==> config.mk <==
export PLATFORM = sky130hd
export DESIGN_NAME = rja_top
export DESIGN_NICKNAME = d
export VERILOG_FILES = /design/src/shared/rja_pkg.sv /design/src/design/rja_link.sv /design/src/design/rja_top.sv
export SDC_FILE = /design/constraint.sdc
export NUM_CORES = 2
export LEC_CHECK = 0
export BUFFER_PORTS_ARGS = -buffer_cell sky130_fd_sc_hd__buf_2
export CORE_UTILIZATION = 56
export DETAILED_ROUTE_END_ITERATION = 10
export HOLD_SLACK_MARGIN = 0.03
export PLACE_DENSITY = 0.75
export SLEW_MARGIN = 20
export SYNTH_ARGS = -nofsm -noshare
export SYNTH_HDL_FRONTEND = slang
export SYNTH_HIERARCHICAL = 1
export SYNTH_SLANG_ARGS = --single-unit
==> constraint.sdc <==
create_clock -name CLOCK -period 6.8 [get_ports CLOCK]
set_clock_uncertainty 0.2 [all_clocks]
set_input_delay 1.02 -clock CLOCK [delete_from_list [all_inputs] [get_ports CLOCK]]
set_output_delay 1.02 -clock CLOCK [all_outputs]
set_load 0.05 [all_outputs]
==> src/shared/rja_pkg.sv <==
// Purpose: Shared constants and types for the receive jitter attenuator block
// Assumes: Single 50 MHz clock; line bits arrive as one-cycle strobes
// Notes: Register indices are byte offsets on a plain port
package rja_pkg;
  // Register offsets
  localparam logic [11:0] RJA_OFS_CFG = 12'h0027;
  localparam logic [11:0] RJA_OFS_IEN = 12'h0034;
  localparam logic [11:0] RJA_OFS_JIT = 12'h0039;
  localparam logic [11:0] RJA_OFS_IST = 12'h003B;
  localparam logic [11:0] RJA_OFS_REF = 12'h003E;
  localparam logic [11:0] RJA_OFS_MODE = 12'h0020;
  localparam logic [11:0] RJA_LINK_STRIDE = 12'h0100;
  // Configuration field positions
  localparam int RJA_CFG_EN = 0;
  localparam int RJA_CFG_DP = 1;
  localparam int RJA_CFG_BW = 3;
  localparam int RJA_CFG_LIMT = 4;
  localparam int RJA_CFG_PEAK = 5;
  localparam int RJA_IEN_BIT = 0;
  localparam int RJA_IST_BIT = 0;
  localparam int RJA_REF_FB = 0;
  localparam int RJA_REF_A = 1;
  localparam int RJA_REF_B = 4;
  localparam int RJA_MODE_E1 = 0;
  // Reset values
  localparam logic [7:0] RJA_CFG_RST = 8'h00;
  localparam logic [7:0] RJA_REF_RST = 8'h00;
  // Depth codes
  localparam logic [1:0] RJA_DP_32 = 2'h0;
  localparam logic [1:0] RJA_DP_64 = 2'h1;
  localparam logic [1:0] RJA_DP_128 = 2'h2;
  // Guard band before full or empty, per depth
  localparam logic [7:0] RJA_GUARD_32 = 8'h02;
  localparam logic [7:0] RJA_GUARD_64 = 8'h03;
  localparam logic [7:0] RJA_GUARD_128 = 8'h04;
  // Loop corner frequencies in milli-hertz
  localparam int RJA_CORNER_T1_WIDE_MHZ = 5000;
  localparam int RJA_CORNER_T1_NARR_MHZ = 1260;
  localparam int RJA_CORNER_E1_WIDE_MHZ = 6770;
  localparam int RJA_CORNER_E1_NARR_MHZ = 870;
  // Loop gain shift derived from corner frequency (bigger shift, lower corner)
  localparam int RJA_SHIFT_T1_WIDE = 10;
  localparam int RJA_SHIFT_T1_NARR = 12;
  localparam int RJA_SHIFT_E1_WIDE = 10;
  localparam int RJA_SHIFT_E1_NARR = 13;
  // Register bus request, one port shared by all links
  typedef struct packed {
    logic [11:0] addr;
    logic [7:0] wdata;
    logic wr;
    logic rd;
  } rja_bus_t;
  // Per-link line input
  typedef struct packed {
    logic data;
    logic strobe;
    logic signal_absence;
  } rja_line_t;
endpackage

==> src/design/rja_link.sv <==
// Purpose: One link of the receive jitter attenuator: FIFO, read DPLL, slip and jitter
// Assumes: In-strobe marks a recovered-clock bit; output strobe is the de-jittered clock
// Notes: Read rate comes from an NCO steered by a first-order loop on FIFO fill
//
// Decided for this implementation: the address-and-strobe port.
`timescale 1ns/1ns
`default_nettype none
module rja_link
  import rja_pkg::*;
#(
  parameter int DEPTH_MAX = 128,
  parameter int NCO_W = 24
) (
  // Clock and reset
  input wire logic clk,
  input wire logic rst,
  // Configuration
  input wire logic [7:0] cfg,
  input wire logic e1_mode,
  input wire logic peak_clr,
  // Line in
  input wire rja_line_t line_in,
  // Line out
  output logic out_data,
  output logic out_strobe,
  // Status
  output logic slip_evt,
  output logic [6:0] jitter_value
);
  import rja_pkg::*;
  localparam int AW = $clog2(DEPTH_MAX);
  // Half the accumulator range; the reset step is one sixteenth of it
  localparam logic [NCO_W-1:0] NCO_HALF = NCO_W'(1) << (NCO_W - 1);

  // All link state except the FIFO memory in one struct
  typedef struct packed {
    logic [AW:0] fill;
    logic [AW-1:0] wp;
    logic [AW-1:0] rp;
    logic [NCO_W-1:0] acc;
    logic [NCO_W-1:0] step;
    logic [6:0] jit;
    logic run;
    logic [2:0] cfg_seen;
    logic dout;
    logic dstb;
  } rja_link_t;
  rja_link_t st_q, st_d;
  logic mem [DEPTH_MAX];

  // Depth in bits from the code
  function automatic logic [AW:0] depth_of(input logic [1:0] dp);
    case (dp)
      RJA_DP_32: depth_of = (AW+1)'(32);
      RJA_DP_64: depth_of = (AW+1)'(64);
      default: depth_of = (AW+1)'(128);
    endcase
  endfunction

  // Guard distance from full or empty
  function automatic logic [AW:0] guard_of(input logic [1:0] dp);
    case (dp)
      RJA_DP_32: guard_of = RJA_GUARD_32[AW:0];
      RJA_DP_64: guard_of = RJA_GUARD_64[AW:0];
      default: guard_of = RJA_GUARD_128[AW:0];
    endcase
  endfunction

  logic en, limt, peak, bw;
  logic [1:0] dp;
  logic [AW:0] depth, guard;
  logic rd_tick, wr_en;
  logic [NCO_W:0] nsum;
  int shift;
  assign en = cfg[RJA_CFG_EN];
  assign dp = cfg[RJA_CFG_DP +: 2];
  assign bw = cfg[RJA_CFG_BW];
  assign limt = cfg[RJA_CFG_LIMT];
  assign peak = cfg[RJA_CFG_PEAK];
  assign depth = depth_of(dp);
  assign guard = guard_of(dp);
  assign wr_en = line_in.strobe;

  // Loop bandwidth picks the correction shift
  always_comb begin
    if (e1_mode) begin
      shift = bw ? RJA_SHIFT_E1_NARR : RJA_SHIFT_E1_WIDE;
    end else begin
      shift = bw ? RJA_SHIFT_T1_NARR : RJA_SHIFT_T1_WIDE;
    end
  end

  // FIFO store on the recovered-clock strobe; jittered data goes in here
  always_ff @(posedge clk) begin
    if (wr_en && en) begin
      mem[st_q.wp] <= line_in.data;
    end
  end

  // Next state
  always_comb begin
    logic [NCO_W-1:0] corr;
    logic [AW:0] fill_n;
    corr = '0;
    fill_n = '0;
    st_d = st_q;
    st_d.dstb = 1'b0;
    slip_evt = 1'b0;
    nsum = {1'b0, st_q.acc} + {1'b0, st_q.step};
    rd_tick = 1'b0;
    st_d.cfg_seen = {en, dp};
    if (!en) begin
      // Bypass: recovered bit passes straight through
      st_d.dout = line_in.data;
      st_d.dstb = line_in.strobe;
      st_d.wp = '0;
      st_d.rp = '0;
      st_d.fill = '0;
      st_d.run = 1'b0;
    end else if (st_q.cfg_seen != {en, dp}) begin
      // Restart so the read pointer sits half a FIFO behind
      st_d.wp = '0;
      st_d.rp = '0;
      st_d.fill = '0;
      st_d.run = 1'b0;
    end else begin
      if (wr_en) begin
        st_d.wp = AW'((st_q.wp + 1'b1) % depth);
      end
      // Hold reads until the fill reaches half depth
      if (!st_q.run && st_q.fill >= (depth >> 1)) begin
        st_d.run = 1'b1;
      end
      st_d.acc = nsum[NCO_W-1:0];
      rd_tick = st_q.run && nsum[NCO_W];
      // Read-rate limiting near the edges
      if (limt && st_q.run) begin
        if (st_q.fill >= depth - guard) begin
          rd_tick = 1'b1;
        end else if (st_q.fill <= guard) begin
          rd_tick = 1'b0;
        end
      end
      // Underflow: read with nothing stored
      if (rd_tick && st_q.fill == '0 && !wr_en) begin
        slip_evt = 1'b1;
        rd_tick = 1'b0;
        st_d.fill = depth >> 1;
        st_d.rp = AW'((st_q.wp - (depth >> 1)) % depth);
      end else if (wr_en && !rd_tick && st_q.fill == depth) begin
        // Overflow: write into a full FIFO
        slip_evt = 1'b1;
        st_d.fill = depth >> 1;
        st_d.rp = AW'((st_q.wp + 1'b1 - (depth >> 1)) % depth);
      end else begin
        fill_n = st_q.fill + (AW+1)'(wr_en) - (AW+1)'(rd_tick);
        st_d.fill = fill_n;
        if (rd_tick) begin
          st_d.dout = mem[st_q.rp];
          st_d.dstb = 1'b1;
          st_d.rp = AW'((st_q.rp + 1'b1) % depth);
        end
      end
      // DPLL: trim the step toward keeping fill at half depth
      if (wr_en && st_q.run) begin
        corr = NCO_W'(NCO_HALF >> shift);
        if (st_q.fill > (depth >> 1)) begin
          st_d.step = st_q.step + (corr >> 4);
        end else if (st_q.fill < (depth >> 1)) begin
          st_d.step = st_q.step - (corr >> 4);
        end
      end
    end
    // Pointer interval measurement
    if (peak_clr) begin
      st_d.jit = '0;
    end else if (!peak) begin
      st_d.jit = 7'(st_q.fill);
    end else if (7'(st_q.fill) > st_q.jit) begin
      st_d.jit = 7'(st_q.fill);
    end
  end

  // State register
  always_ff @(posedge clk) begin
    if (rst) begin
      st_q <= '0;
      st_q.step <= NCO_W'(NCO_HALF >> 4);
    end else begin
      st_q <= st_d;
    end
  end

  assign out_data = st_q.dout;
  assign out_strobe = st_q.dstb;
  assign jitter_value = st_q.jit;
endmodule
`default_nettype wire

==> src/design/rja_top.sv <==
// Purpose: Eight-link receive jitter attenuator with reference clock selection
// Assumes: Line inputs synchronous to CLOCK; register reads answer one cycle later
// Notes: Per-link registers repeat at a 0x100 stride
// Overview of operation
// - Per-link enable inserts or bypasses attenuator
// - Two-bit field picks 32, 64, 128 depth
// - Latency is half the selected depth
// - Write jittered data, read with DPLL clock
// - T1/J1 corner 5 Hz or 1.26 Hz
// - E1 corner 6.77 Hz or 0.87 Hz
// - Overflow or underflow sets slip status
// - Status and enable drive interrupt pin
// - Limit mode trims read rate near edges
// - Guard of 2, 3, 4 bits by depth
// - Mode zero loads live pointer distance
// - Mode one keeps the peak distance
// - Two outputs select any link clock
// - Lost link gives master clock or high
// - Recovered clock keeps phase without pulses
// - Jitter value readable per link, 0x100 stride
`timescale 1ns/1ns
`default_nettype none
module rja_top
  import rja_pkg::*;
#(
  parameter int LINKS = 8,
  parameter int DEPTH_MAX = 128
) (
  // Clock and reset
  input wire logic CLOCK,
  input wire logic RESET,
  // Register port
  input wire rja_pkg::rja_bus_t BUS,
  output logic [7:0] RDATA,
  // Line side, one entry per link, plus the master oscillator input
  input wire rja_pkg::rja_line_t [7:0] LINE_IN,
  input wire logic [7:0] RECOVERED_CLOCK,
  input wire logic CRYSTAL_OSCILLATOR_INPUT,
  // Framer side
  output logic [7:0] RX_DATA,
  output logic [7:0] RX_STROBE,
  // Reference clocks and interrupt
  output logic REF_CLOCK_OUT_A,
  output logic REF_CLOCK_OUT_B,
  output logic IRQ
);
  import rja_pkg::*;

  // All top state in one struct
  typedef struct packed {
    logic [7:0][7:0] cfg;
    logic [7:0] mode;
    logic [7:0] ien;
    logic [7:0] ist;
    logic [7:0] ref_ctl;
    logic [7:0] rdata;
    logic [7:0] peak_clr;
  } rja_top_t;
  rja_top_t st_q, st_d;
  logic [7:0] slip;
  logic [7:0][6:0] jit;

  // Link decode from the address
  function automatic logic [2:0] link_of(input logic [11:0] a);
    link_of = a[10:8];
  endfunction

  // Pick a reference clock; loss of signal falls back
  function automatic logic ref_pick(input logic [2:0] sel, input logic fb,
                                    input logic [7:0] rc, input logic [7:0] signal_absence,
                                    input logic mclk);
    if (signal_absence[sel]) begin
      ref_pick = fb ? 1'b1 : mclk;
    end else begin
      ref_pick = rc[sel];
    end
  endfunction

  // Link instances
  for (genvar g = 0; g < 8; g++) begin : g_link
    rja_link #(.DEPTH_MAX(DEPTH_MAX)) u_link (
      .clk(CLOCK),
      .rst(RESET),
      .cfg(st_q.cfg[g]),
      .e1_mode(st_q.mode[g]),
      .peak_clr(st_q.peak_clr[g]),
      .line_in(LINE_IN[g]),
      .out_data(RX_DATA[g]),
      .out_strobe(RX_STROBE[g]),
      .slip_evt(slip[g]),
      .jitter_value(jit[g])
    );
  end

  // Register writes, reads and status
  always_comb begin
    logic [2:0] lk;
    logic [11:0] ofs;
    lk = link_of(BUS.addr);
    ofs = {4'h0, BUS.addr[7:0]};
    st_d = st_q;
    st_d.peak_clr = '0;
    st_d.rdata = '0;
    // Write side
    if (BUS.wr) begin
      case (ofs)
        RJA_OFS_CFG: st_d.cfg[lk] = BUS.wdata;
        RJA_OFS_MODE: st_d.mode[lk] = BUS.wdata[RJA_MODE_E1];
        RJA_OFS_IEN: st_d.ien[lk] = BUS.wdata[RJA_IEN_BIT];
        RJA_OFS_IST: begin
          // Write one to clear
          if (BUS.wdata[RJA_IST_BIT]) begin
            st_d.ist[lk] = 1'b0;
          end
        end
        RJA_OFS_JIT: st_d.peak_clr[lk] = 1'b1;
        RJA_OFS_REF: begin
          if (lk == 3'h0) begin
            st_d.ref_ctl = BUS.wdata;
          end
        end
        default: ;
      endcase
    end
    // Slip events win over a clear in the same cycle
    st_d.ist = st_d.ist | slip;
    // Read side, one cycle later
    if (BUS.rd) begin
      case (ofs)
        RJA_OFS_CFG: st_d.rdata = st_q.cfg[lk];
        RJA_OFS_MODE: st_d.rdata = {7'h00, st_q.mode[lk]};
        RJA_OFS_IEN: st_d.rdata = {7'h00, st_q.ien[lk]};
        RJA_OFS_IST: st_d.rdata = {7'h00, st_q.ist[lk]};
        RJA_OFS_JIT: st_d.rdata = {1'b0, jit[lk]};
        RJA_OFS_REF: st_d.rdata = st_q.ref_ctl;
        default: st_d.rdata = 8'h00;
      endcase
    end
  end

  // State register
  always_ff @(posedge CLOCK) begin
    if (RESET) begin
      st_q <= '0;
      st_q.ref_ctl <= RJA_REF_RST;
    end else begin
      st_q <= st_d;
    end
  end

  // Outputs
  logic [7:0] los_v;
  always_comb begin
    for (int i = 0; i < 8; i++) begin
      los_v[i] = LINE_IN[i].signal_absence;
    end
  end
  assign RDATA = st_q.rdata;
  assign IRQ = |(st_q.ist & st_q.ien);
  assign REF_CLOCK_OUT_A = ref_pick(st_q.ref_ctl[RJA_REF_A +: 3], st_q.ref_ctl[RJA_REF_FB],
                                    RECOVERED_CLOCK, los_v, CRYSTAL_OSCILLATOR_INPUT);
  assign REF_CLOCK_OUT_B = ref_pick(st_q.ref_ctl[RJA_REF_B +: 3], st_q.ref_ctl[RJA_REF_FB],
                                    RECOVERED_CLOCK, los_v, CRYSTAL_OSCILLATOR_INPUT);
endmodule
`default_nettype wire

Word-level counts from Yosys, hierarchy flattened
Memory sizes are Yosys's and may differ from the RTL's. A register that Yosys moved wholly into a read port is not among the register bits.
Index checks and enable logic that the tools add are counted.
{"block": "totals", "n_memories": 8, "out_inout_bits": 27, "input_bits": 57, "ff_bits": 776, "word_cells": 850, "ram_bits": 1024}
{"block": "op_classes", "shifts": 8, "n_eq_ne": 70, "bitwise": 23, "order_cmp": 52, "div": 32, "mux": 290, "n_reduce_logical": 185, "addsub": 80}
{"name": "g_link[0].u_link.mem", "depth": 128, "width": 1, "read_ports": 1, "rd_ports_with_merged_regs": 1, "wr": 1, "line_no": "rja_link.sv:49", "rtl": "logic mem [DEPTH_MAX];"}
{"name": "g_link[1].u_link.mem", "depth": 128, "width": 1, "read_ports": 1, "rd_ports_with_merged_regs": 1, "wr": 1, "line_no": "rja_link.sv:49"}
{"name": "g_link[2].u_link.mem", "depth": 128, "width": 1, "read_ports": 1, "rd_ports_with_merged_regs": 1, "wr": 1, "line_no": "rja_link.sv:49"}
{"name": "g_link[3].u_link.mem", "depth": 128, "width": 1, "read_ports": 1, "rd_ports_with_merged_regs": 1, "wr": 1, "line_no": "rja_link.sv:49"}
{"name": "g_link[4].u_link.mem", "depth": 128, "width": 1, "read_ports": 1, "rd_ports_with_merged_regs": 1, "wr": 1, "line_no": "rja_link.sv:49"}
{"name": "g_link[5].u_link.mem", "depth": 128, "width": 1, "read_ports": 1, "rd_ports_with_merged_regs": 1, "wr": 1, "line_no": "rja_link.sv:49"}
{"name": "2 more memories"}
{"operator": "$mux W7", "n": 73}
{"operator": "$mux W24", "n": 16}
{"operator": "$mod A8 B8 Y8", "n": 32}
{"operator": "$shr A24 B32 Y24 const A", "n": 8}
{"operator": "$add A24 B24 Y25", "n": 8}
{"operator": "$add A24 B20 Y24", "n": 8}
{"operator": "$sub A24 B20 Y24", "n": 8}
{"operator": "$add A7 B1 Y8 const B", "n": 16}
{"operator": "$pmux W8 S2", "n": 8}
{"operator": "$mux W1", "n": 99}
{"operator": "$mux W2", "n": 40}
{"operator": "$logic_and A1 B1 Y1", "n": 73}
{"operator": "$mux W3", "n": 24}
{"operator": "$add A8 B1 Y8", "n": 8}
{"operator": "$bwmux W64", "n": 1}
{"operator": "$eq A8 B8 Y1", "n": 8}
{"operator": "$ge A8 B7 Y1", "n": 8}
{"operator": "$ge A8 B8 Y1", "n": 8}
{"operator": "$gt A8 B7 Y1", "n": 8}
{"operator": "$le A8 B3 Y1", "n": 8}
{"operator": "$logic_not A8 Y1", "n": 8}
{"operator": "$lt A8 B7 Y1", "n": 8}
{"operator": "$reduce_and A4 Y1", "n": 16}
{"operator": "$sub A7 B7 Y8", "n": 8}
{"operator": "36 further kinds", "n": 238}

Logic depth before layout (Yosys ltp)
{"block": "logic_depth", "depth_word": 16, "ltp_mapped": 36, "mapped_depth_nobuf": 36}

Hierarchy
The synthesis kept the hierarchy.
{"mod": "rja_link at g_link[2].u_link ...", "cells_each": 1154, "seq_area_each_um2": 5485.3, "instances": 4, "area_per_inst_um2": 11895.2}
{"mod": "rja_link at g_link[0].u_link", "cells_each": 1205, "seq_area_each_um2": 5485.3, "instances": 1, "area_per_inst_um2": 12101.6}
{"mod": "rja_link at g_link[7].u_link", "cells_each": 1150, "seq_area_each_um2": 5485.3, "instances": 1, "area_per_inst_um2": 12017.8}
{"mod": "rja_link at g_link[1].u_link", "cells_each": 1169, "seq_area_each_um2": 5485.3, "instances": 1, "area_per_inst_um2": 11981.5}
{"mod": "rja_link at g_link[6].u_link", "cells_each": 1161, "seq_area_each_um2": 5485.3, "instances": 1, "area_per_inst_um2": 11831.3}
{"mod": "rja_top", "cells_each": 684, "seq_area_each_um2": 2242.2, "instances": 1, "area_per_inst_um2": 5920.7}

Worst setup path after synthesis
No wires, ideal clock.
{"block": "synth_path", "path_type": "flip-flop to flip-flop", "startpoint": "register, netlist name st_q[106]", "endpoint": "register (tool-made name)", "stages_incl_launch_ff": 31, "path_buffers": 2, "arrival_time_ps": 6131, "setup_slack_ps": 399, "period_less_slack_ps": 6401, "setup_time_ps": 70, "t_required_ps": 6530, "cell_sequence": "dfxtp_1 > buf_2 > nor2_1 > inv_1 > ha_1 > a211oi_1 > o21ai_0 > a21oi_1 > a22oi_4 > inv_4 > ha_1 > nor3b_1 > and4_1 > clkbuf_1 > nor3_1 > a21oi_1 > mux2i_1 > ha_1 > a21o_1 > a21boi_0 > ha_1 > or4b_2 > nand2_1 > a21oi_1 > o21ai_0 > o21ai_0 > ha_1 > o21a_1 > or3_1 > o32a_1 > a21oi_2"}

==> run_results.csv <==
group,metric,value,unit
routing,wire_per_inst,19.43,um
sta,fin_ws,0.3529,ns
synth,synth-edff-count,1024,
placed_design,gp_congestion,0.9195,
synth,synth_xor_area_share,3.782,%
layout,fin_area,110500,um^2
synth,avgSynthCellArea,10.16,um^2
placed_design,post-place-ws,0.05521,ns
global_route,grt_usage,26.19,%
cts,cts_tree,"built",
global_route,antenna_found_initial,16,
critical_path,crit_path_end_kind,"flop",
sta,relSlewSlack,23.68,%
cts,cts_inserted_buffers,188,
floorplanning,rows,155,
routing,met1_length,100500,um
synth,synth_top_family_by_area,"simple AND/OR/NAND/NOR gates",
sta,slew_viol_final,0,
sta,period_share,94.81,%
floorplanning,fp.dieH,427.6,um
routing,met2WireLength,119600,um
critical_path,crit_slowest_cell,"a2111o_1",
routing,highest_layer,"met5",
synth,syn_inst,9985,
cts,clockRootBuffer,"clkbuf_16",
sta,worstMarginPinSlew,1.141,ns
synth,synth_compound_area_share,11.01,%
sta,final.setup.tns,0,ns
sta,hold_slack,0.2563,ns
cts,clk_latency,0.85,ns
synth,yosysMostFrequentCell,"nor2_1",
synth,ys_seq_area_share,45.47,%
routing,first_pass_iters,6,
floorplanning,dieArea,182800,um^2
routing,drt-initial-drc-count,6535,
sta,clock.fmax,0.1551,GHz
synth,synth_top_area_cell,"edfxtp_1",
critical_path,r2r_setup_slack,0.35,ns
pwr,p_leak,0.03942,uW
floorplanning,pin_count,84,
critical_path,arrival,6.98,ns
layout,areaGrowthSynthToFinish,8.936,%
hold_path,holdCritPathClass,"reg2reg",
cts,cts.sinks,1792,
critical_path,cp_common_cell,"ha_1",
routing,drc,0,
routing,vias_per_cell,6.020,
cts,clkTransAtPathRegs,0.06,ns
placed_design,port_buffers,82,
layout,drive_gt1_share,10.34,%
critical_path,cp_max_fo,7,
floorplanning,core_region_area,179200,um^2
synth,yosys_register_bits,1792,
routing,wl_met3,13970,um
synth,ys_warn_count,6,
synth,synth_common_cells,"nor2_1, edfxtp_1, nand2_1",
critical_path,max_stage_delay,0.51,ns
global_route,grt_start_max_net_pins,137,
synth,ys_async_sr_fraction,0,%
placed_design,dp.final_hpwl,163700,um
sta,finalSetupViolations,0,
routing,drt_wl_total,242200,um
pwr,max-vdd-ir-drop,0.2346,mV
floorplanning,die_w,427.6,um
cts,cts_max_level,4,
outcome,outcome,"finished, final reports clean",
synth,synthSimpleGateAreaFrac,16.44,%
critical_path,critPathRequiredTime,7.33,ns
sta,period_minus_slack,6.447,ns
cts,clk_path_buf_depth,3,
sta,hold_viol,0,
synth,synthAdderAreaFrac,9.552,%
layout,layout.nets,10755,
pwr,p_per_area,205.8,nW/um^2
synth,ys_types,114,
job,drv_cap,0,
synth,synthMuxAreaShare,10.04,%
critical_path,worstSetupPathType,"reg2reg",
global_route,grt_pass1_vias,74064,
synth,synth_area,101400,um^2
synth,synth_area_leaders,"edfxtp_1, dfxtp_1, ha_1, mux4_2, nor2_1",
placed_design,placed_cell_area,103600,um^2
floorplanning,initial_core_util,56.60,%
synth,synth_ff_type,"edfxtp_1",
global_route,grt_pass1_wl,387600,um
pwr,power,22740,uW
critical_path,crit_path_start_kind,"flop",
routing,postRouteAntennaNets,0,
global_route,gr-total-overflow,0,
synth,yosysTopAreaCellShare,30.31,%
routing,vias,75038,
==> layout by cell type, fill, tap and decap left out, drive strengths merged, types with 88 or more instances in the layout <==
cell type  synthesis  final
inv              361    370
nand4             88     88
mux2i            233    233
nor2b            140    140
nor2            1739   1739
o21ai            270    270
edfxtp          1024   1024
dfxtp            768    768
mux4             326    326
a21o              99     99
a211oi           103    103
nand3            241    241
xor2             138    138
a21oi            731    731
nand2b           115    115
o21a             121    121
clkbuf           306    245
xnor2            300    300
nand2            962    962
buf              176    221
ha               736    736
nor3             119    119
==> kinds of logic after synthesis <==
family,Yosys count
and+or+nand+nor,3743
DFF,1792
AOI/OAI and AO/OA,1782
buffers and inverters,851
adders and majority gates,760
muxes,603
xor gates and xnor gates,438
other,16
==> final cells by class <==
type                            count  area (um^2)
Multi-Input combinational cell   7366        51830
Clock inverter                    105         1380
Sequential cell                  1792        46140
Timing Repair Buffer              221         1556
Fill cell                       14299        68700
Antenna cell                       11        27.53
Inverter                          369         1388
Tap cell                         2355         2947
Clock buffer                      245         5236
==> registers in the layout, summed over array words and instances (netlist names), named ones only <==
| register | flops |
|---|---|
| g_link.u_link/out_data | 8 |
| g_link.u_link/st_q | 528 |
| g_link.u_link/mem | 1024 |
| st_q | 104 |
| g_link.u_link/jitter_value | 56 |
| g_link.u_link/out_strobe | 8 |
| RDATA | 8 |
==> where the power goes <==
part           internal [uW]  leakage (uW)  total, uW  switching, uW
combinational           80.0        0.0208        360            280
clock                   6510       0.00324      10900           4420
sequential             11400        0.0154      11500           4.23
==> worst max-delay path: cells and delay by family (launching register included) <==
family | cells | cell delay [ns]
AOI/OAI and AO/OA | 11 | 2.39
adders and majority gates | 5 | 1.28
buffers and inverters | 4 | 0.39
DFF | 1 | 0.41
muxes | 2 | 0.35
and+or+nand+nor | 8 | 1.29
==> timing repair <==
item                       in CTS  in global routing
setup endpoints to repair       2                 24
setup buffers                   1                  5
hold buffers                    0                  0
gates resized for setup         0                 20
gates cloned                    0                  0
pin swaps                       0                  2
==> stage by stage <==
stage,util [%],instances
final,61.66,12464
after floorplan,-,10009
after detailed placement,57.84,12094
after CTS,61.54,12445
after global placement,57.83,12093
after global routing,61.66,12463
==> worst paths after layout <==
check	start	end	depth (start not counted)
worst max-delay path	g_link[0].u_link/st_q[18]	flop	30
worst min-delay path	g_link[1].u_link/st_q[49]	g_link[1].u_link/st_q[49]	2
worst max register to register	g_link[0].u_link/st_q[18]	flop	30
worst min register to register	g_link[1].u_link/st_q[49]	g_link[1].u_link/st_q[49]	2
==> per-layer routing <==
layer / up-vias / global-route usage (%)
met3: 466 / 3.617
met2: 2299 / 45.18
met1: 36520 / 33.35
met5: - / 0
met4: 6 / 10.00
li1: 35747 / -
Note: power is estimated with default switching activity, not from simulation.
